**src/hw/lcg_pkg.sv**
```systemverilog
package lcg_pkg;
  // Logical device numbers
  localparam logic [7:0] LDN_FDC = 8'h00;
  localparam logic [7:0] LDN_PP  = 8'h03;
  localparam logic [7:0] LDN_SP1 = 8'h04;
  // Register indices inside a logical device
  localparam logic [7:0] IDX_F0  = 8'hF0;
  localparam logic [7:0] IDX_F1  = 8'hF1;
  localparam logic [7:0] IDX_F2  = 8'hF2;
  localparam logic [7:0] IDX_F3  = 8'hF3;
  localparam logic [7:0] IDX_F4  = 8'hF4;
  localparam logic [7:0] IDX_F5  = 8'hF5;
  // Hard reset values
  localparam logic [7:0] RST_FLOPPY_MODE = 8'h0E;
  localparam logic [7:0] RST_FLOPPY_OPT  = 8'h00;
  localparam logic [7:0] RST_DRIVE_TYPE  = 8'hFF;
  localparam logic [7:0] RST_DRIVE_PAR   = 8'h00;
  localparam logic [7:0] RST_PP_MODE     = 8'h3C;
  localparam logic [7:0] RST_PP_MODE_TWO = 8'h00;
  localparam logic [7:0] RST_SP1_MODE    = 8'h00;
  localparam logic [7:0] READ_ZERO       = 8'h00;
  // Writable bits of the masked registers
  localparam logic [7:0] DRV_PAR_MASK    = 8'h5B;
  localparam logic [7:0] SP1_MODE_MASK   = 8'h83;
  // Floppy mode fields
  localparam int FM_ENH_BIT   = 0;
  localparam int FM_NOBURST   = 1;
  localparam int FM_IF_LO     = 2;
  localparam int FM_PUSHPULL  = 6;
  localparam int FM_TRISTATE  = 7;
  // Parallel mode fields and codes
  localparam int PP_MODE_LO   = 0;
  localparam int PP_THR_LO    = 3;
  localparam int PP_PULSE_BIT = 7;
  localparam logic [2:0] PPM_PRINTER = 3'h4;
  localparam logic [2:0] PPM_SPP     = 3'h0;
  localparam logic [2:0] PPM_ECP     = 3'h2;
  localparam logic [2:0] PPM_ECP_E19 = 3'h3;
  localparam logic [2:0] PPM_ECP_E17 = 3'h7;
  localparam logic [1:0] PIN_SHARE_DRV0 = 2'h1;
  // Extended control mode codes that hold the interrupt on
  localparam logic [2:0] ECR_FIFO = 3'h2;
  localparam logic [2:0] ECR_ECP  = 3'h3;
  localparam logic [2:0] ECR_TEST = 3'h6;
  // Serial port 1 mode fields
  localparam int SP_MIDI_BIT  = 0;
  localparam int SP_HS_BIT    = 1;
  localparam int SP_SHARE_BIT = 7;
endpackage : lcg_pkg

```
**src/hw/lcg_pin_sync.sv**
```systemverilog
`timescale 1ns/100ps
module lcg_pin_sync
  import lcg_pkg::*;
#(
  parameter logic RST_LEVEL = 1'b1
) (
  // Clock and control
  input  wire logic sys_clk,
  input  wire logic reset,
  input  wire logic ce,
  // Pin and clean level
  input  wire logic pin_async,
  output logic      pin_sync_q
);

  typedef struct packed {
    logic s1;  // Metastable stage
    logic s2;  // Second stage
    logic s3;  // Third stage
    logic out; // Accepted level
  } lcg_sync_type;

  lcg_sync_type st_q;
  lcg_sync_type st_d;

  // Accept a change only once stages two and three agree
  always_comb begin
    st_d    = st_q;
    st_d.s1 = pin_async;
    st_d.s2 = st_q.s1;
    st_d.s3 = st_q.s2;
    if (st_q.s2 == st_q.s3) begin
      st_d.out = st_q.s3;
    end
  end

  always_ff @(posedge sys_clk) begin
    if (reset) begin
      st_q <= {4{RST_LEVEL}};
    end else if (ce) begin
      st_q <= st_d;
    end
  end

  assign pin_sync_q = st_q.out;

endmodule : lcg_pin_sync

```
**src/hw/lcg_pin_gate.sv**
```systemverilog
`timescale 1ns/100ps
module lcg_pin_gate
  import lcg_pkg::*;
(
  // Clock and control
  input  wire logic sys_clk,
  input  wire logic reset,
  input  wire logic ce,
  // Request and its permission
  input  wire logic enable,
  input  wire logic level,
  // Pin drive
  output logic      pin_o_q,
  output logic      pin_oe_q
);

  typedef struct packed {
    logic o;  // Driven level
    logic oe; // Drive enable
  } lcg_gate_type;

  lcg_gate_type st_q;
  lcg_gate_type st_d;

  // Float the pin and park the level low when not permitted
  always_comb begin
    st_d.oe = enable;
    st_d.o  = enable & level;
  end

  always_ff @(posedge sys_clk) begin
    if (reset) begin
      st_q <= '0;
    end else if (ce) begin
      st_q <= st_d;
    end
  end

  assign pin_o_q  = st_q.o;
  assign pin_oe_q = st_q.oe;

endmodule : lcg_pin_gate

```
**src/hw/lcg_ldev_cfg.sv**
```systemverilog
//Summary of operation
// RL1: Function enable bits float its IRQ, DACK
// RL2: Floppy DMA gate or powerdown floats IRQ, DACK
// RL3: Serial aux output two low floats IRQ
// RL4: Standard/enhanced parallel IRQ follows IRQ gate
// RL5: ECP: DMA follows gate; IRQ on some codes
// RL6: Registers reset only on hard reset
// RL7: Floppy mode bits: enhanced, non-burst DMA
// RL8: Floppy mode bits 3:2 select host interface
// RL9: Floppy output type and tri-state bits
// RL10: Drive type store resets to FF
// RL11: Index F3 reads zero, read only
// RL12: Drive params: type, rate, precomp; rest zero
// RL13: Parallel mode bits 2:0 select port mode
// RL14: Parallel bits 6:3 hold FIFO threshold
// RL15: Parallel bit 7 selects interrupt form
// RL16: Mode two bits 1:0 share pins
// RL17: Serial mode: MIDI, high speed, reserved zero
// RL18: Software assigns one line before sharing
// RL19: Share with two lines drives both
// RL20: Unused IRQ/DMA pins stay tri-stated
// RL21: Shared line carries OR of both UARTs
`timescale 1ns/100ps
module lcg_ldev_cfg
  import lcg_pkg::*;
(
  // Clock, hard reset, clock enable
  input  wire logic       sys_clk,
  input  wire logic       reset,
  input  wire logic       ce,
  // Configuration access port
  input  wire logic       cfg_wr,
  input  wire logic       cfg_rd,
  input  wire logic [7:0] cfg_ldn,
  input  wire logic [7:0] cfg_index,
  input  wire logic [7:0] cfg_wdata,
  output logic      [7:0] cfg_rdata_q,
  // Floppy function
  input  wire logic       fdc_active,
  input  wire logic       floppy_dma_gate,
  input  wire logic       fdc_powerdown,
  input  wire logic       fdc_irq_req,
  input  wire logic       fdc_drq_req,
  input  wire logic       fdc_dack_pin_n,
  output logic            fdc_irq_o,
  output logic            fdc_irq_oe,
  output logic            fdc_drq_o,
  output logic            fdc_drq_oe,
  output logic            fdc_dack_core_q,
  // Serial functions
  input  wire logic       uart1_active,
  input  wire logic       uart1_aux_output_two,
  input  wire logic       uart1_irq_req,
  input  wire logic       uart1_irq_assigned,
  input  wire logic       uart2_active,
  input  wire logic       uart2_aux_output_two,
  input  wire logic       uart2_irq_req,
  input  wire logic       uart2_irq_assigned,
  output logic            uart1_irq_o,
  output logic            uart1_irq_oe,
  output logic            uart2_irq_o,
  output logic            uart2_irq_oe,
  // Parallel function
  input  wire logic       pp_active,
  input  wire logic       parallel_irq_gate,
  input  wire logic       ecp_dma_gate,
  input  wire logic [2:0] ecp_mode,
  input  wire logic       pp_irq_req,
  input  wire logic       pp_drq_req,
  output logic            pp_irq_o_q,
  output logic            pp_irq_oe_q,
  output logic            pp_drq_o,
  output logic            pp_drq_oe,
  // Register contents toward the functions
  output logic      [7:0] floppy_mode_cfg_q,
  output logic      [7:0] floppy_option_cfg_q,
  output logic      [7:0] floppy_drive_type_store_q,
  output logic      [7:0] drive_zero_params_q,
  output logic      [7:0] drive_one_params_q,
  output logic      [7:0] parallel_mode_cfg_q,
  output logic      [7:0] parallel_mode_cfg_two_q,
  output logic      [7:0] serial_one_mode_cfg_q,
  output logic            drive_zero_on_shared_pins_q
);

  ////////////////////////////////////////////////////////////////////////////
  // State

  typedef struct packed {
    logic [7:0] fmode;   // Floppy mode
    logic [7:0] fopt;    // Floppy option
    logic [7:0] ftype;   // Drive type store
    logic [7:0] drv0;    // Drive zero params
    logic [7:0] drv1;    // Drive one params
    logic [7:0] pmode;   // Parallel mode
    logic [7:0] pmode2;  // Parallel mode two
    logic [7:0] smode;   // Serial one mode
    logic [7:0] rdata;   // Read data
    logic       pp_prev; // Last parallel request
    logic       pirq_o;  // Parallel IRQ level
    logic       pirq_oe; // Parallel IRQ enable
    logic       dack;    // Gated acknowledge
    logic       drv0sh;  // Drive zero on shared pins
  } lcg_cfg_type;

  lcg_cfg_type st_q;
  lcg_cfg_type st_d;

  logic       dack_n_sync; // Clean acknowledge pin
  logic       fdc_ok;      // Floppy may drive
  logic       u1_ok;       // UART 1 permitted
  logic       u2_ok;       // UART 2 permitted
  logic       u1_gated;    // UART 1 request after gating
  logic       u2_gated;    // UART 2 request after gating
  logic       share;       // Shared interrupt selected
  logic       u1_en;       // UART 1 pin enable
  logic       u2_en;       // UART 2 pin enable
  logic [2:0] pp_mode;     // Configured parallel mode
  logic       pp_ecp_cfg;  // One of the ECP modes
  logic       ecr_on;      // ECR code holds IRQ on
  logic       pp_irq_en;   // Parallel IRQ permitted
  logic       pp_pulse;    // Pulsed interrupt form
  logic       pp_drq_en;   // Parallel DMA permitted
  logic       hit_fdc;     // Access to floppy device
  logic       hit_pp;      // Access to parallel device
  logic       hit_sp1;     // Access to serial one

  ////////////////////////////////////////////////////////////////////////////
  // Acknowledge pin crossing

  lcg_pin_sync #(
    .RST_LEVEL (1'b1)
  ) u_dack_sync (
    .sys_clk    (sys_clk),
    .reset      (reset),
    .ce         (ce),
    .pin_async  (fdc_dack_pin_n),
    .pin_sync_q (dack_n_sync)
  );

  ////////////////////////////////////////////////////////////////////////////
  // Permission terms

  // Floppy drives only while active, gated and powered
  assign fdc_ok = fdc_active & floppy_dma_gate & ~fdc_powerdown; // RL1 RL2

  // Serial needs aux output two high
  assign u1_ok    = uart1_active & uart1_aux_output_two; // RL3
  assign u2_ok    = uart2_active & uart2_aux_output_two; // RL3
  assign u1_gated = u1_ok & uart1_irq_req;
  assign u2_gated = u2_ok & uart2_irq_req;
  assign share    = st_q.smode[SP_SHARE_BIT];

  // An unassigned line never drives; a shared line carries either UART
  assign u1_en = uart1_irq_assigned & (u1_ok | (share & u2_ok)); // RL19 RL20
  assign u2_en = uart2_irq_assigned & (u2_ok | (share & u1_ok)); // RL19 RL20

  // Parallel mode decode
  assign pp_mode    = st_q.pmode[PP_MODE_LO +: 3]; // RL13
  assign pp_ecp_cfg = (pp_mode == PPM_ECP) | (pp_mode == PPM_ECP_E19) |
                      (pp_mode == PPM_ECP_E17);
  assign ecr_on     = (ecp_mode == ECR_FIFO) | (ecp_mode == ECR_ECP) |
                      (ecp_mode == ECR_TEST);

  // IRQ held on for some ECR codes, else follows IRQ gate
  assign pp_irq_en = pp_active & ((pp_ecp_cfg & ecr_on) | parallel_irq_gate); // RL4 RL5

  // Pulse form is meaningless in printer and standard modes
  assign pp_pulse = st_q.pmode[PP_PULSE_BIT] & (pp_mode != PPM_PRINTER) &
                    (pp_mode != PPM_SPP); // RL15

  // DMA request exists only in ECP modes and follows its gate
  assign pp_drq_en = pp_active & pp_ecp_cfg & ecp_dma_gate; // RL5 RL20

  ////////////////////////////////////////////////////////////////////////////
  // Pin drivers

  // Floppy interrupt
  lcg_pin_gate u_fdc_irq (
    .sys_clk  (sys_clk),
    .reset    (reset),
    .ce       (ce),
    .enable   (fdc_ok),
    .level    (fdc_irq_req),
    .pin_o_q  (fdc_irq_o),
    .pin_oe_q (fdc_irq_oe)
  );

  // Floppy DMA request, ignored while gated off
  lcg_pin_gate u_fdc_drq (
    .sys_clk  (sys_clk),
    .reset    (reset),
    .ce       (ce),
    .enable   (fdc_ok),
    .level    (fdc_drq_req),
    .pin_o_q  (fdc_drq_o),
    .pin_oe_q (fdc_drq_oe)
  );

  // UART 1 line, OR of both while shared
  lcg_pin_gate u_u1_irq (
    .sys_clk  (sys_clk),
    .reset    (reset),
    .ce       (ce),
    .enable   (u1_en),
    .level    (u1_gated | (share & u2_gated)), // RL21
    .pin_o_q  (uart1_irq_o),
    .pin_oe_q (uart1_irq_oe)
  );

  // UART 2 line, OR of both while shared
  lcg_pin_gate u_u2_irq (
    .sys_clk  (sys_clk),
    .reset    (reset),
    .ce       (ce),
    .enable   (u2_en),
    .level    (u2_gated | (share & u1_gated)), // RL21
    .pin_o_q  (uart2_irq_o),
    .pin_oe_q (uart2_irq_oe)
  );

  // Parallel DMA request
  lcg_pin_gate u_pp_drq (
    .sys_clk  (sys_clk),
    .reset    (reset),
    .ce       (ce),
    .enable   (pp_drq_en),
    .level    (pp_drq_req),
    .pin_o_q  (pp_drq_o),
    .pin_oe_q (pp_drq_oe)
  );

  ////////////////////////////////////////////////////////////////////////////
  // Register file and parallel interrupt form

  assign hit_fdc = (cfg_ldn == LDN_FDC);
  assign hit_pp  = (cfg_ldn == LDN_PP);
  assign hit_sp1 = (cfg_ldn == LDN_SP1);

  // Next state: writes, read mux, gated pins
  always_comb begin
    st_d = st_q;
    // Configuration writes
    if (cfg_wr) begin
      if (hit_fdc) begin
        unique case (cfg_index)
          IDX_F0: st_d.fmode = cfg_wdata; // RL7 RL8 RL9
          IDX_F1: st_d.fopt  = cfg_wdata;
          IDX_F2: st_d.ftype = cfg_wdata; // RL10
          IDX_F4: st_d.drv0  = cfg_wdata & DRV_PAR_MASK; // RL12
          IDX_F5: st_d.drv1  = cfg_wdata & DRV_PAR_MASK; // RL12
          default: ; // F3 and others hold nothing RL11
        endcase
      end else if (hit_pp) begin
        unique case (cfg_index)
          IDX_F0: st_d.pmode  = cfg_wdata; // RL13 RL14 RL15
          IDX_F1: st_d.pmode2 = cfg_wdata; // RL16
          default: ;
        endcase
      end else if (hit_sp1 && cfg_index == IDX_F0) begin
        // Reserved bits never stored
        st_d.smode = cfg_wdata & SP1_MODE_MASK; // RL17
      end
    end
    // Read data, zero for reserved or unmapped indices
    if (cfg_rd) begin
      st_d.rdata = READ_ZERO; // RL11
      if (hit_fdc) begin
        unique case (cfg_index)
          IDX_F0: st_d.rdata = st_q.fmode;
          IDX_F1: st_d.rdata = st_q.fopt;
          IDX_F2: st_d.rdata = st_q.ftype;
          IDX_F4: st_d.rdata = st_q.drv0;
          IDX_F5: st_d.rdata = st_q.drv1;
          default: st_d.rdata = READ_ZERO; // RL11
        endcase
      end else if (hit_pp) begin
        unique case (cfg_index)
          IDX_F0: st_d.rdata = st_q.pmode;
          IDX_F1: st_d.rdata = st_q.pmode2;
          default: st_d.rdata = READ_ZERO;
        endcase
      end else if (hit_sp1 && cfg_index == IDX_F0) begin
        st_d.rdata = st_q.smode;
      end
    end
    // Pin share decode toward the floppy pins
    st_d.drv0sh = (st_q.pmode2[1:0] == PIN_SHARE_DRV0); // RL16
    // Floppy acknowledge reaches the core only while permitted
    st_d.dack = fdc_ok & ~dack_n_sync; // RL1 RL2
    // Parallel interrupt: one low pulse per rising request, else level
    st_d.pp_prev = pp_irq_req;
    if (!pp_irq_en) begin
      st_d.pirq_oe = 1'b0; // RL4
      st_d.pirq_o  = 1'b0;
    end else if (pp_pulse) begin
      st_d.pirq_oe = pp_irq_req & ~st_q.pp_prev; // RL15
      st_d.pirq_o  = 1'b0;
    end else begin
      st_d.pirq_oe = 1'b1; // RL5
      st_d.pirq_o  = pp_irq_req;
    end
  end

  // Hard reset only; soft resets do not reach this block
  always_ff @(posedge sys_clk) begin
    if (reset) begin
      st_q        <= '0; // RL6
      st_q.fmode  <= RST_FLOPPY_MODE;
      st_q.fopt   <= RST_FLOPPY_OPT;
      st_q.ftype  <= RST_DRIVE_TYPE; // RL10
      st_q.drv0   <= RST_DRIVE_PAR;
      st_q.drv1   <= RST_DRIVE_PAR;
      st_q.pmode  <= RST_PP_MODE; // RL14
      st_q.pmode2 <= RST_PP_MODE_TWO;
      st_q.smode  <= RST_SP1_MODE;
    end else if (ce) begin
      st_q <= st_d;
    end
  end

  // Register outputs
  assign cfg_rdata_q                 = st_q.rdata;
  assign floppy_mode_cfg_q           = st_q.fmode;
  assign floppy_option_cfg_q         = st_q.fopt;
  assign floppy_drive_type_store_q   = st_q.ftype;
  assign drive_zero_params_q         = st_q.drv0;
  assign drive_one_params_q          = st_q.drv1;
  assign parallel_mode_cfg_q         = st_q.pmode;
  assign parallel_mode_cfg_two_q     = st_q.pmode2;
  assign serial_one_mode_cfg_q       = st_q.smode;
  assign drive_zero_on_shared_pins_q = st_q.drv0sh;
  assign fdc_dack_core_q             = st_q.dack;
  assign pp_irq_o_q                  = st_q.pirq_o;
  assign pp_irq_oe_q                 = st_q.pirq_oe;
endmodule : lcg_ldev_cfg

```
**config.mk**
```make
export PLATFORM = sky130hd
export DESIGN_NAME = lcg_ldev_cfg
export DESIGN_NICKNAME = d
export VERILOG_FILES = /design/src/hw/lcg_pkg.sv /design/src/hw/lcg_pin_sync.sv /design/src/hw/lcg_pin_gate.sv /design/src/hw/lcg_ldev_cfg.sv
export SDC_FILE = /design/constraint.sdc
export NUM_CORES = 1
export LEC_CHECK = 0
export BUFFER_PORTS_ARGS = -buffer_cell sky130_fd_sc_hd__buf_4
export CAP_MARGIN = 20
export CORE_UTILIZATION = 51
export CTS_BUF_LIST = sky130_fd_sc_hd__clkbuf_16
export DETAILED_ROUTE_END_ITERATION = 10
export PLACE_DENSITY_LB_ADDON = 0.05
export SLEW_MARGIN = 20
export SYNTH_ARGS = -nofsm -noshare
export SYNTH_HDL_FRONTEND = slang
export SYNTH_SLANG_ARGS = --single-unit
```
**constraint.sdc**
```tcl
create_clock -name sys_clk -period 3.2 [get_ports sys_clk]
set_input_delay 0.96 -clock sys_clk [delete_from_list [all_inputs] [get_ports sys_clk]]
set_output_delay 0.96 -clock sys_clk [all_outputs]
set_load 0.05 [all_outputs]
```
==> key figures, run 1 <==
Logic synthesis
  – Number of distinct library cells after synthesis: between 50 and 60
  – Sequential area share after synthesis: between 30 and 40%
  – Most common cell in the synthesized netlist: sky130_fd_sc_hd__dfxtp_1
  – Multiplexer fraction of the synthesized cell area: between 10% and 20%
  – Post-Synth Adder-Cell Area: 0%
  – Post-synthesis async set-or-reset flop share: 0%
  – Leading post-synthesis cells by instance count: 79 x sky130_fd_sc_hd__dfxtp_1, 74 x sky130_fd_sc_hd__buf_4, 50 x sky130_fd_sc_hd__nor2_1, 40 x sky130_fd_sc_hd__nand2_1, 39 x sky130_fd_sc_hd__mux2i_1
  – Simple-gate area share of the yosys netlist: about a fifth
  – Warnings from Yosys: 0
  – Mean cell area of the mapped netlist: 9.00 um^2
  – Dominant combinational cell family by area after synthesis: simple AND/OR/NAND/NOR gates
  – Flip-flop and latch count after synthesis: between 70 and 80
  – Top post-synthesis cells by area: sky130_fd_sc_hd__dfxtp_1 38%, sky130_fd_sc_hd__buf_4 13%, sky130_fd_sc_hd__mux2i_1 9.3%, sky130_fd_sc_hd__nor2_1 4.5%, sky130_fd_sc_hd__a211o_1 3.8%
  – Synthesized-area fraction occupied by ao, oa, aoi and oai cells: 13.9%
  – Cell type with the largest total area after synthesis: sky130_fd_sc_hd__dfxtp_1
  – Area share of the largest cell type after synthesis: 37.6%
  – Most used flip-flop cell after synthesis: sky130_fd_sc_hd__dfxtp_1
  – Share of the synthesized netlist area taken by xor and xnor gates: 0%
  – Cell area after synthesis: approximately 4200 um^2
  – Number of flops mapped to enable cells by yosys: 0
  – Gate Count Post-Synth: about 470

Min path
  – Count of cells along the worst hold path: 2
  – Launch point of the worst hold path: u_u1_irq.pin_o_q
  – Worst hold-check path type: flip-flop to flip-flop

STA
  – Period Utilization, post-route: about four fifths
  – Maximum operating frequency: between 300 and 400 MHz
  – Time the final worst path needs with I/O delays and setup: 2.54 ns
  – Endpoints failing hold: 0
  – Worst-case clock skew: roughly 0.0060 ns
  – Unrepaired setup endpoints after global routing: no
  – Total setup violations reported at the end of the flow: 0
  – Max Slew Vio Count: 0
  – Setup TNS Final: 0 ns
  – Slew headroom: 42.3%
  – Worst-margin pin slew: between 0.8 and 0.9 ns

Clocking
  – Register clock-pin slew on the reported worst setup and hold paths: 0.06 ns
  – Maximum root-to-sink buffer count: 2
  – Number of hold buffers added after cts: 0
  – Clock latency on the worst-skew pair: about 0.33 ns
  – CTS Root Cell: sky130_fd_sc_hd__clkbuf_16
  – Level count of the clock H-tree: 3
  – Sinks on Clock Net: between 70 and 80
  – Count of cells resized by post-cts repair: 0
  – Total clock buffers created by CTS: 9
  – TritonCTS clock tree: built
  – Setup Fix Bufs, Post-CTS: 0

GRT
  – First-pass GRT wire length: about 16 mm
  – Remaining global-route overflow: 0
  – Overall Global Routing Usage: approximately 24%
  – Via count of the first global-routing pass: approximately 3.1k
  – Antenna violations before repair: 0
  – Maximum number of pins on one net before global-route repair: 80

Cells and area
  – Area overhead of the layout relative to synthesis: 16.4%
  – Layout Cell Area excl Fill: roughly 4900 um^2
  – Final nets: 567
  – Antenna diodes: 0
  – Share of layout cells above drive strength 1: 32.1%

Place
  – Count of buffers from port buffering: ~130
  – Placement-stage cell area: about 4600 um^2
  – Total half-perimeter wirelength after legalization and detailed placement: 7.41 mm
  – Final weighted congestion in routability-driven placement: ~0.90

Route
  – Number of nets still failing antenna checks after routing: 0
  – Remaining design rule violation count: 0
  – Drt first-iter violations: 200
  – Pre-Repair DR Iteration Count: 5
  – WL per Instance: approximately 17 um
  – Via count: 3,379
  – Average via count per standard cell: ~5.4
  – Overall routed net length: around 10 mm

Setup path
  – Worst Setup Start Kind: primary input
  – Reg-to-reg critical path startpoint: floppy_mode_cfg_q[4]
  – CP startpoint: cfg_ldn[5]
  – Slowest Stage Delay on Critical Path: about 0.57 ns
  – Endpoint kind of the worst setup timing path: flip-flop
  – Capturing instance or port of the critical path: floppy_mode_cfg_q[1]
  – Critical Path AT: between 2 and 3 ns
  – Worst reg2reg setup slack: ~1.8 ns
  – Kind of critical path: primary input to flip-flop
  – Ordered cell list for the critical path: buf_4 > or4_4 > nor3_4 > and2_1 > nor2b_1 > a211o_1
  – Max FO, Critical Path: 11
  – Length in cells of the worst reg-to-reg path: 5
  – Cell type of the slowest stage on the worst timing path: sky130_fd_sc_hd__or4_4
  – Endpoint of the worst register-to-register path: cfg_rdata_q[4]
  – Endpoint required time on the critical path: 3.42 ns

Power
  – Comb pwr share: a little over a tenth
  – Clock network power share: between 40 and 50%
  – Max rail drop VDD: about 280 uV
  – Net switching share of the total power: between 20% and 30%
  – Power density relative to cell area: around 440 nW/um^2
  – Design internal power: around 1.6 mW
  – Net switching power of the design: approximately 0.55 mW
  – Leakage power of the design: ~2.0 nW
  – Share of power burned in registers: a little under half

Die
  – IO Pins: 137
  – Overall die area: around 8600 um^2
  – Die span in y: 92.8 um
  – Core Region: 7850 um^2
  – Starting utilization of the core area: ~54%
  – Count of standard-cell rows: 32
  – Die Span X: ~93 um

Run
  – Maximum capacitance violations: 0

Run status
  – Run status: complete, no violations
==> how the worst min path moves through the flow <==
| stage | to | slack [ns] |
|---|---|---|
| after global placement | pp_irq_oe_q | 0.45 |
| final | u_u1_irq.pin_o_q | 0.46 |
| after CTS | u_u1_irq.pin_o_q | 0.46 |
| after detailed placement | u_u1_irq.pin_o_q | 0.46 |
| after floorplan | floppy_option_cfg_q[1] | 0.44 |
| after global routing | floppy_option_cfg_q[2] | 0.49 |
==> layout make-up <==
type,count,area (um^2)
clock inverter,7,40.0
tap,102,128
sequential,79,1580
inverter,6,22.5
fill,749,2960
timing repair buffer,127,953
clock buffer,9,225
multi-input combinational,293,1940
==> worst max-delay path: cells and delay by family <==
family | cells | cell delay [ns]
buffers and inverters | 1 | 0.11
AO/OA/AOI/OAI | 1 | 0.27
AND/OR/NAND/NOR | 4 | 1.41
==> through the flow <==
step                      hold WS [ns]  power (mW)  util [%]  std cells  setup WS [ns]
after floorplan                  0.445        1.18         -        477          0.711
after global placement           0.451        1.25      58.9        607          0.358
after detailed placement         0.456        1.25      58.9        607          0.317
after CTS                        0.465        2.16      62.3        623          0.668
after global routing             0.489        2.22      62.3        623          0.558
final                            0.464        2.14      62.3        623          0.665
==> layer usage <==
metal | global-route usage, % | wire, um | vias to the layer above
met5 | 0 | 0 | -
met2 | 38.0 | 4840 | 140
met4 | 7.82 | 91 | 0
li1 | - | - | 1630
met3 | 4.76 | 680 | 8
met1 | 33.8 | 4690 | 1601
==> power groups by stage <==
| stage | combinational, mW | sequential (mW) | clock, mW |
|---|---|---|---|
| 2_1_floorplan | 0.147 | 1.03 | 0 |
| 6_report | 0.226 | 1.00 | 0.909 |
| 4_1_cts | 0.226 | 1.00 | 0.929 |
| 3_3_place_gp | 0.223 | 1.02 | 0 |
| 5_1_grt | 0.241 | 1.00 | 0.978 |
| 3_5_place_dp | 0.226 | 1.02 | 0 |
==> flip-flops by register name, indices dropped and copies added (netlist names), 2 cells and up <==
name,flops
cfg_rdata_q,8
floppy_option_cfg_q,8
drive_one_params_q,5
u_dack_sync.st_d,2
floppy_mode_cfg_q,8
parallel_mode_cfg_two_q,8
parallel_mode_cfg_q,8
floppy_drive_type_store_q,8
drive_zero_params_q,5
serial_one_mode_cfg_q,3
==> layout by cell type, fill, tap and decap left out, drive strengths merged, types with 7 or more instances in the layout <==
cell    count
buf       127
nor2b      18
nand2      40
mux2i      39
a211oi      7
nand3      11
mux2        7
o21ai      11
dfxtp      79
a211o      18
a21oi      24
clkbuf      9
conb       11
and2        7
nor2       51
==> logic make-up (layout without fill, tap and decap cells) <==
| kind of cell | Yosys count | in the layout |
|---|---|---|
| DFF | 79 | 79 |
| buffers and inverters | 105 | 149 |
| and+or+nand+nor | 154 | 154 |
| other | 1 | 11 |
| muxes | 46 | 46 |
| AOI/OAI and AO/OA | 82 | 82 |
(Power assumes the default switching activity.)
==> inputs of run 2 (changes only) <==
Settings changed: CORE_UTILIZATION 51 to 46.
Clock period 3.2 ns to 2.32 ns, I/O delays scaled along.
==> run 2 against run 1 <==
Against the previous run:
- global-route usage down 1.0 points
- worst hold slack better by 0.0074 ns
- setup slack worse by 0.50 ns
- critical path depth unchanged
- combinational power up 46%
- clock skew down 0.0027 ns
- die area up 11%
- clock power up 71%
- sequential share of layout area down 1.7 points
- flip-flop and latch count unchanged
- critical endpoint is now drive_one_params_q[0]
- largest cell class unchanged
==> key figures, run 2 (synthesis results as in run 1) <==
Run status
  – Run status: complete, no violations (unchanged)

Clocking
  – Setup Fix Bufs, Post-CTS: 0 (unchanged)
  – CTS Root Cell: sky130_fd_sc_hd__clkbuf_16 (unchanged)
  – Level count of the clock H-tree: 3 (unchanged)
  – Number of hold buffers added after cts: 0 (unchanged)
  – Total clock buffers created by CTS: 9 (unchanged)
  – Sinks on Clock Net: 79 (unchanged)
  – Count of cells resized by post-cts repair: 0 (unchanged)
  – Maximum root-to-sink buffer count: 2 (unchanged)
  – TritonCTS clock tree: built (unchanged)
  – Register clock-pin slew on the reported worst setup and hold paths: 0.06 ns (about the same)
  – Clock latency on the worst-skew pair: 0.33 ns (about the same)

GRT
  – First-pass GRT wire length: 17.5 mm (was 16.1 mm)
  – Overall Global Routing Usage: 23.4% (was 24.4%)
  – Maximum number of pins on one net before global-route repair: 41 (was 80)
  – Antenna violations before repair: 0 (unchanged)
  – Remaining global-route overflow: 0 (unchanged)
  – Via count of the first global-routing pass: 3,306 (was 3,113)

Die
  – Overall die area: 9520 um^2 (was 8610 um^2)
  – Count of standard-cell rows: 34 (was 32)
  – Starting utilization of the core area: 47.9% (was 53.5%)
  – Die Span X: 97.6 um (was 92.8 um)
  – IO Pins: 137 (unchanged)
  – Die span in y: 97.6 um (was 92.8 um)
  – Core Region: 8760 um^2 (was 7850 um^2)

STA
  – Unrepaired setup endpoints after global routing: no (unchanged)
  – Max Slew Vio Count: 0 (unchanged)
  – Period Utilization, post-route: approximately 93%
  – Worst-case clock skew: 0.00332 ns (was 0.00605 ns)
  – Total setup violations reported at the end of the flow: 0 (unchanged)
  – Worst Slack Setup Final: 0.166 ns (was 0.665 ns)
  – Setup TNS Final: 0 ns (unchanged)
  – Maximum operating frequency: about 460 MHz
  – Endpoints failing hold: 0 (unchanged)
  – Time the final worst path needs with I/O delays and setup: 2.15 ns

Place
  – Final weighted congestion in routability-driven placement: 0.889 (was 0.898)
  – Count of buffers from port buffering: 125 (unchanged)
  – Setup Slack @ Placement: -0.152 ns (was 0.317 ns)
  – Total half-perimeter wirelength after legalization and detailed placement: 7.91 mm (was 7.41 mm)

Route
  – Remaining design rule violation count: 0 (unchanged)
  – Via count: 3,453 (was 3,379)
  – Overall routed net length: 11.0 mm (was 10.3 mm)
  – Average via count per standard cell: 5.29 (was 5.42)
  – WL per Instance: 16.8 um (was 16.5 um)
  – Pre-Repair DR Iteration Count: 7 (was 5)
  – Number of nets still failing antenna checks after routing: 0 (unchanged)
  – Drt first-iter violations: 271 (was 200)

Setup path
  – Critical Path AT: 2.37 ns (was 2.75 ns)
  – Max FO, Critical Path: 5 (was 11)
  – Endpoint kind of the worst setup timing path: flip-flop (unchanged)
  – Endpoint required time on the critical path: 2.54 ns (was 3.42 ns)
  – Worst Setup Start Kind: primary input (unchanged)
  – Kind of critical path: primary input to flip-flop (unchanged)

Cells and area
  – Final nets: 591 (was 567)
  – Most common cell after layout, fill and taps aside: sky130_fd_sc_hd__buf_4 (unchanged)
  – Area overhead of the layout relative to synthesis: 22.9% (was 16.4%)
  – Area of the multi-input gates: 1940 um^2 (unchanged)
  – Sequential standard cell area: 1580 um^2 (unchanged)
  – Antenna diodes: 0 (unchanged)
  – Final core occ: 58.9% (was 62.3%)
  – Share of layout cells above drive strength 1: 35.6% (was 32.1%)
  – Fill cell count: 801 (was 749)
  – Highest-count cells in the layout ignoring fill and taps: 149 x sky130_fd_sc_hd__buf_4, 79 x sky130_fd_sc_hd__dfxtp_1, 50 x sky130_fd_sc_hd__nor2_1 (was 127 x sky130_fd_sc_hd__buf_4, 79 x sky130_fd_sc_hd__dfxtp_1, 50 x sky130_fd_sc_hd__nor2_1)

Power
  – Leakage power of the design: 2.19 nW (was 2.04 nW)
  – Power density relative to cell area: 632 nW/um^2 (was 437 nW/um^2)
  – Max rail drop VDD: 406 uV (was 276 uV)

Run
  – Maximum capacitance violations: 0 (unchanged)

Min path
  – Worst hold-check path type: flip-flop to flip-flop (unchanged)
run 2: changes by cell type in the layout (fill, tap and decap cells not counted):
| cell | before | now |
|---|---|---|
| sky130_fd_sc_hd__buf_12 | 0 | 2 |
| sky130_fd_sc_hd__buf_4 | 127 | 149 |
| sky130_fd_sc_hd__bufinv_16 | 0 | 2 |
| sky130_fd_sc_hd__clkinv_1 | 3 | 0 |
| sky130_fd_sc_hd__clkinv_2 | 1 | 0 |
| sky130_fd_sc_hd__clkinv_4 | 1 | 0 |
| sky130_fd_sc_hd__inv_6 | 0 | 3 |
run 2: worst paths after layout:
kind / startpoint / to / slack (ns) / depth (start not counted)
worst max-delay path: cfg_ldn[5] / drive_one_params_q[0] / 0.17 / 6
worst min-delay path: u_u2_irq.pin_o_q / u_u2_irq.pin_o_q / 0.47 / 2
worst max register to register: drive_zero_params_q[3] / cfg_rdata_q[3] / 0.99 / 5
worst min register to register: u_u2_irq.pin_o_q / u_u2_irq.pin_o_q / 0.47 / 2
run 2: layout make-up:
class                   count  share of cell area, %
inverters                   6                  0.436
flip-flops and latches     79                   30.6
clock inverters             7                   1.96
multi-input cells         293                   37.6
well taps                 108                   2.62
clock buffers               9                   4.36
repair buffers            151                   22.4
run 2: per-layer routing:
metal  GRT usage (%)  wire [um]
met4            9.39        220
met1            32.1       5260
met3            4.24        553
met5               0          0
met2            36.0       4930
run 2: where the power goes:
part	switching, mW	internal (mW)	total, mW	leakage, nW
Clock	0.599	0.954	1.55	0.153
Combinational	0.207	0.122	0.330	1.40
Sequential	0.00899	1.37	1.38	0.639
Total	0.815	2.45	3.26	2.19
run 2: critical path, stage by stage:
cell and delay (ns):
sky130_fd_sc_hd__buf_4 0.11, sky130_fd_sc_hd__or4_4 0.57, sky130_fd_sc_hd__nor3_4 0.29, sky130_fd_sc_hd__and4_1 0.42, sky130_fd_sc_hd__mux2i_1 0.24, sky130_fd_sc_hd__nor2_1 0.05
run 2: stage by stage:
| step | area, um^2 | total power, mW | instances | hold WS [ns] |
|---|---|---|---|---|
| 6_report | 5160 | 3.26 | 653 | 0.471 |
| 5_1_grt | 5160 | 3.39 | 653 | 0.488 |
| 4_1_cts | 5160 | 3.29 | 653 | 0.470 |
| 3_5_place_dp | 4840 | 1.74 | 637 | 0.456 |
| 3_3_place_gp | 4840 | 1.74 | 637 | 0.455 |
| 2_1_floorplan | 4240 | 1.62 | 477 | 0.445 |
==> inputs of run 3 (changes only) <==
Settings changed: RECOVER_POWER from default to 50.
==> run 3 against run 2 <==
Against the previous run:
- sequential share of layout area grew 1.4 points
- count of clock-buffer cells in the layout did not move
- die area did not move
- clock skew is essentially flat
- global-route usage unchanged
- total power fell by 0.44%
- sequential power hardly changed
- utilization fell by 2.6 points
- clock power barely moved
- largest cell class unchanged
- highest routed layer unchanged
==> key figures, run 3 (synthesis results as in run 1) <==
Run status
  – Run status: complete, no violations (unchanged)

Cells and area
  – Area overhead of the layout relative to synthesis: 17.6% (was 22.9%)
  – Highest-count cells in the layout ignoring fill and taps: 89 x sky130_fd_sc_hd__buf_4, 79 x sky130_fd_sc_hd__dfxtp_1, 60 x sky130_fd_sc_hd__clkbuf_1 (was 149 x sky130_fd_sc_hd__buf_4, 79 x sky130_fd_sc_hd__dfxtp_1, 50 x sky130_fd_sc_hd__nor2_1)
  – Fill cell count: 852 (was 801)
  – Final nets: 591 (unchanged)
  – Antenna diodes: 0 (unchanged)
  – Share of layout cells above drive strength 1: 24.6% (was 35.6%)
  – Most common cell after layout, fill and taps aside: sky130_fd_sc_hd__buf_4 (unchanged)
  – Area of the multi-input gates: 1940 um^2 (unchanged)
  – Sequential standard cell area: 1580 um^2 (unchanged)
  – Layout Cell Area excl Fill: 4940 um^2 (was 5160 um^2)

Clocking
  – Number of hold buffers added after cts: 0 (unchanged)
  – Sinks on Clock Net: 79 (unchanged)
  – Level count of the clock H-tree: 3 (unchanged)
  – Maximum root-to-sink buffer count: 2 (unchanged)
  – Clock latency on the worst-skew pair: 0.33 ns (about the same)
  – Total clock buffers created by CTS: 9 (unchanged)
  – CTS Root Cell: sky130_fd_sc_hd__clkbuf_16 (unchanged)
  – TritonCTS clock tree: built (unchanged)
  – Setup Fix Bufs, Post-CTS: 0 (unchanged)
  – Register clock-pin slew on the reported worst setup and hold paths: 0.06 ns (about the same)
  – Count of cells resized by post-cts repair: 0 (unchanged)

Power
  – Leakage power of the design: 1.96 nW (was 2.19 nW)
  – Max rail drop VDD: 405 uV (was 406 uV)
  – Power density relative to cell area: 658 nW/um^2 (was 632 nW/um^2)

GRT
  – Antenna violations before repair: 0 (unchanged)
  – First-pass GRT wire length: 17.5 mm (unchanged)
  – Via count of the first global-routing pass: 3,306 (unchanged)
  – Maximum number of pins on one net before global-route repair: 41 (unchanged)
  – GRT met3 Usage: 4.24% (unchanged)
  – Overall Global Routing Usage: 23.4% (unchanged)
  – Remaining global-route overflow: 0 (unchanged)
  – Met2 Usage GRT: 36.0% (unchanged)
  – GRT Max-Usage Layer: met2 (unchanged)
  – Met1 track utilization from global routing: 32.1% (unchanged)

STA
  – Unrepaired setup endpoints after global routing: no (unchanged)
  – Endpoints failing hold: 0 (unchanged)
  – Worst-case clock skew: 0.00370 ns (was 0.00332 ns)
  – Slew headroom: between 40% and 50%
  – Time the final worst path needs with I/O delays and setup: 2.15 ns (about the same)
  – Max Slew Vio Count: 0 (unchanged)
  – Worst Slack Setup Final: 0.171 ns (was 0.166 ns)
  – Period Utilization, post-route: 92.6% (was 92.8%)
  – Total setup violations reported at the end of the flow: 0 (unchanged)
  – Worst-margin pin slew: 0.802 ns
  – Maximum operating frequency: 465 MHz (was 464 MHz)

Route
  – Overall routed net length: 10.9 mm (was 11.0 mm)
  – WL per Instance: 16.7 um (was 16.8 um)
  – Number of nets still failing antenna checks after routing: 0 (unchanged)
  – Via count: 3,474 (was 3,453)
  – Remaining design rule violation count: 0 (unchanged)
  – Drt first-iter violations: 222 (was 271)
  – Pre-Repair DR Iteration Count: 5 (was 7)
  – Average via count per standard cell: 5.32 (was 5.29)

Setup path
  – Endpoint kind of the worst setup timing path: flip-flop (unchanged)
  – Slowest Stage Delay on Critical Path: 0.57 ns (about the same)
  – Ordered cell list for the critical path: buf_4 > or4_4 > nor3_4 > and4_1 > mux2i_1 > nor2_1 (unchanged)
  – Sum of buffers and inverters on the critical path: 1 (unchanged)
  – Cell type of the slowest stage on the worst timing path: sky130_fd_sc_hd__or4_4 (unchanged)
  – Critical Path AT: 2.37 ns (about the same)
  – Worst Setup Start Kind: primary input (unchanged)
  – Endpoint required time on the critical path: 2.54 ns (about the same)
  – Max FO, Critical Path: 5 (unchanged)
  – Gate family responsible for the most delay along the worst path: simple AND/OR/NAND/NOR gates (unchanged)
  – Kind of critical path: primary input to flip-flop (unchanged)

Die
  – IO Pins: 137 (unchanged)
  – Count of standard-cell rows: 34 (unchanged)
  – Core Region: 8760 um^2 (unchanged)
  – Die Span X: 97.6 um (unchanged)
  – Die span in y: 97.6 um (unchanged)
  – Overall die area: 9520 um^2 (unchanged)
  – Starting utilization of the core area: 47.9% (unchanged)

Run
  – Maximum capacitance violations: 0 (unchanged)

Place
  – Count of buffers from port buffering: 125 (unchanged)
  – Total half-perimeter wirelength after legalization and detailed placement: 7.91 mm (unchanged)
  – Setup Slack @ Placement: -0.152 ns (unchanged)
  – Placement-stage cell area: 4840 um^2 (unchanged)
  – Final weighted congestion in routability-driven placement: 0.889 (unchanged)

Min path
  – Worst hold-check path type: flip-flop to flip-flop (unchanged)
## run 3: worst register-to-register path, cell delays in order (launching register included)
cell and delay, ns:
sky130_fd_sc_hd__dfxtp_1 0.36, sky130_fd_sc_hd__mux2i_1 0.09, sky130_fd_sc_hd__o21ai_0 0.24, sky130_fd_sc_hd__a222oi_1 0.14, sky130_fd_sc_hd__or2_1 0.25, sky130_fd_sc_hd__a211oi_2 0.16
## run 3: path summary, 6_finish.rpt
kind | start | cells past startpoint | slack [ns] | endpoint
min reg2reg | u_u2_irq.pin_o_q | 2 | 0.47 | u_u2_irq.pin_o_q
max | cfg_ldn[5] | 6 | 0.17 | drive_one_params_q[0]
min | u_u2_irq.pin_o_q | 2 | 0.47 | u_u2_irq.pin_o_q
max reg2reg | floppy_mode_cfg_q[3] | 5 | 1.00 | cfg_rdata_q[3]
## run 3: metal layers
metal,part of all wire [%],up-vias,wire (um)
met5,0,-,0
met4,2.1,0,229
met3,6.0,16,657
met2,44,137,4810
met1,48,1638,5190
li1,-,1683,-
## run 3: report_power, final
part           total, mW  leakage [nW]  internal [mW]  switching (mW)
logic              0.319          1.16          0.112           0.207
registers           1.38         0.639           1.37         0.00877
clock network       1.55         0.153          0.954           0.596
total               3.25          1.96           2.44           0.811
## run 3: metrics by stage
step	power (mW)	instances	utilization (%)	TNS, ns	hold slack (ns)
CTS	3.29	653	58.9	0	0.470
detailed placement	1.74	637	55.2	-3.23	0.456
floorplan	1.62	477	-	0	0.445
global route	3.38	653	56.4	0	0.486
global placement	1.74	637	55.2	-2.39	0.455
finish	3.25	653	56.4	0	0.466
## run 3: layout make-up
cell class,count,share of cell area [%]
sequential,79,32.0
tap,108,2.74
timing repair buffer,151,18.9
clock inverter,7,2.05
inverter,6,0.456
clock buffer,9,4.56
multi-input combinational,293,39.3
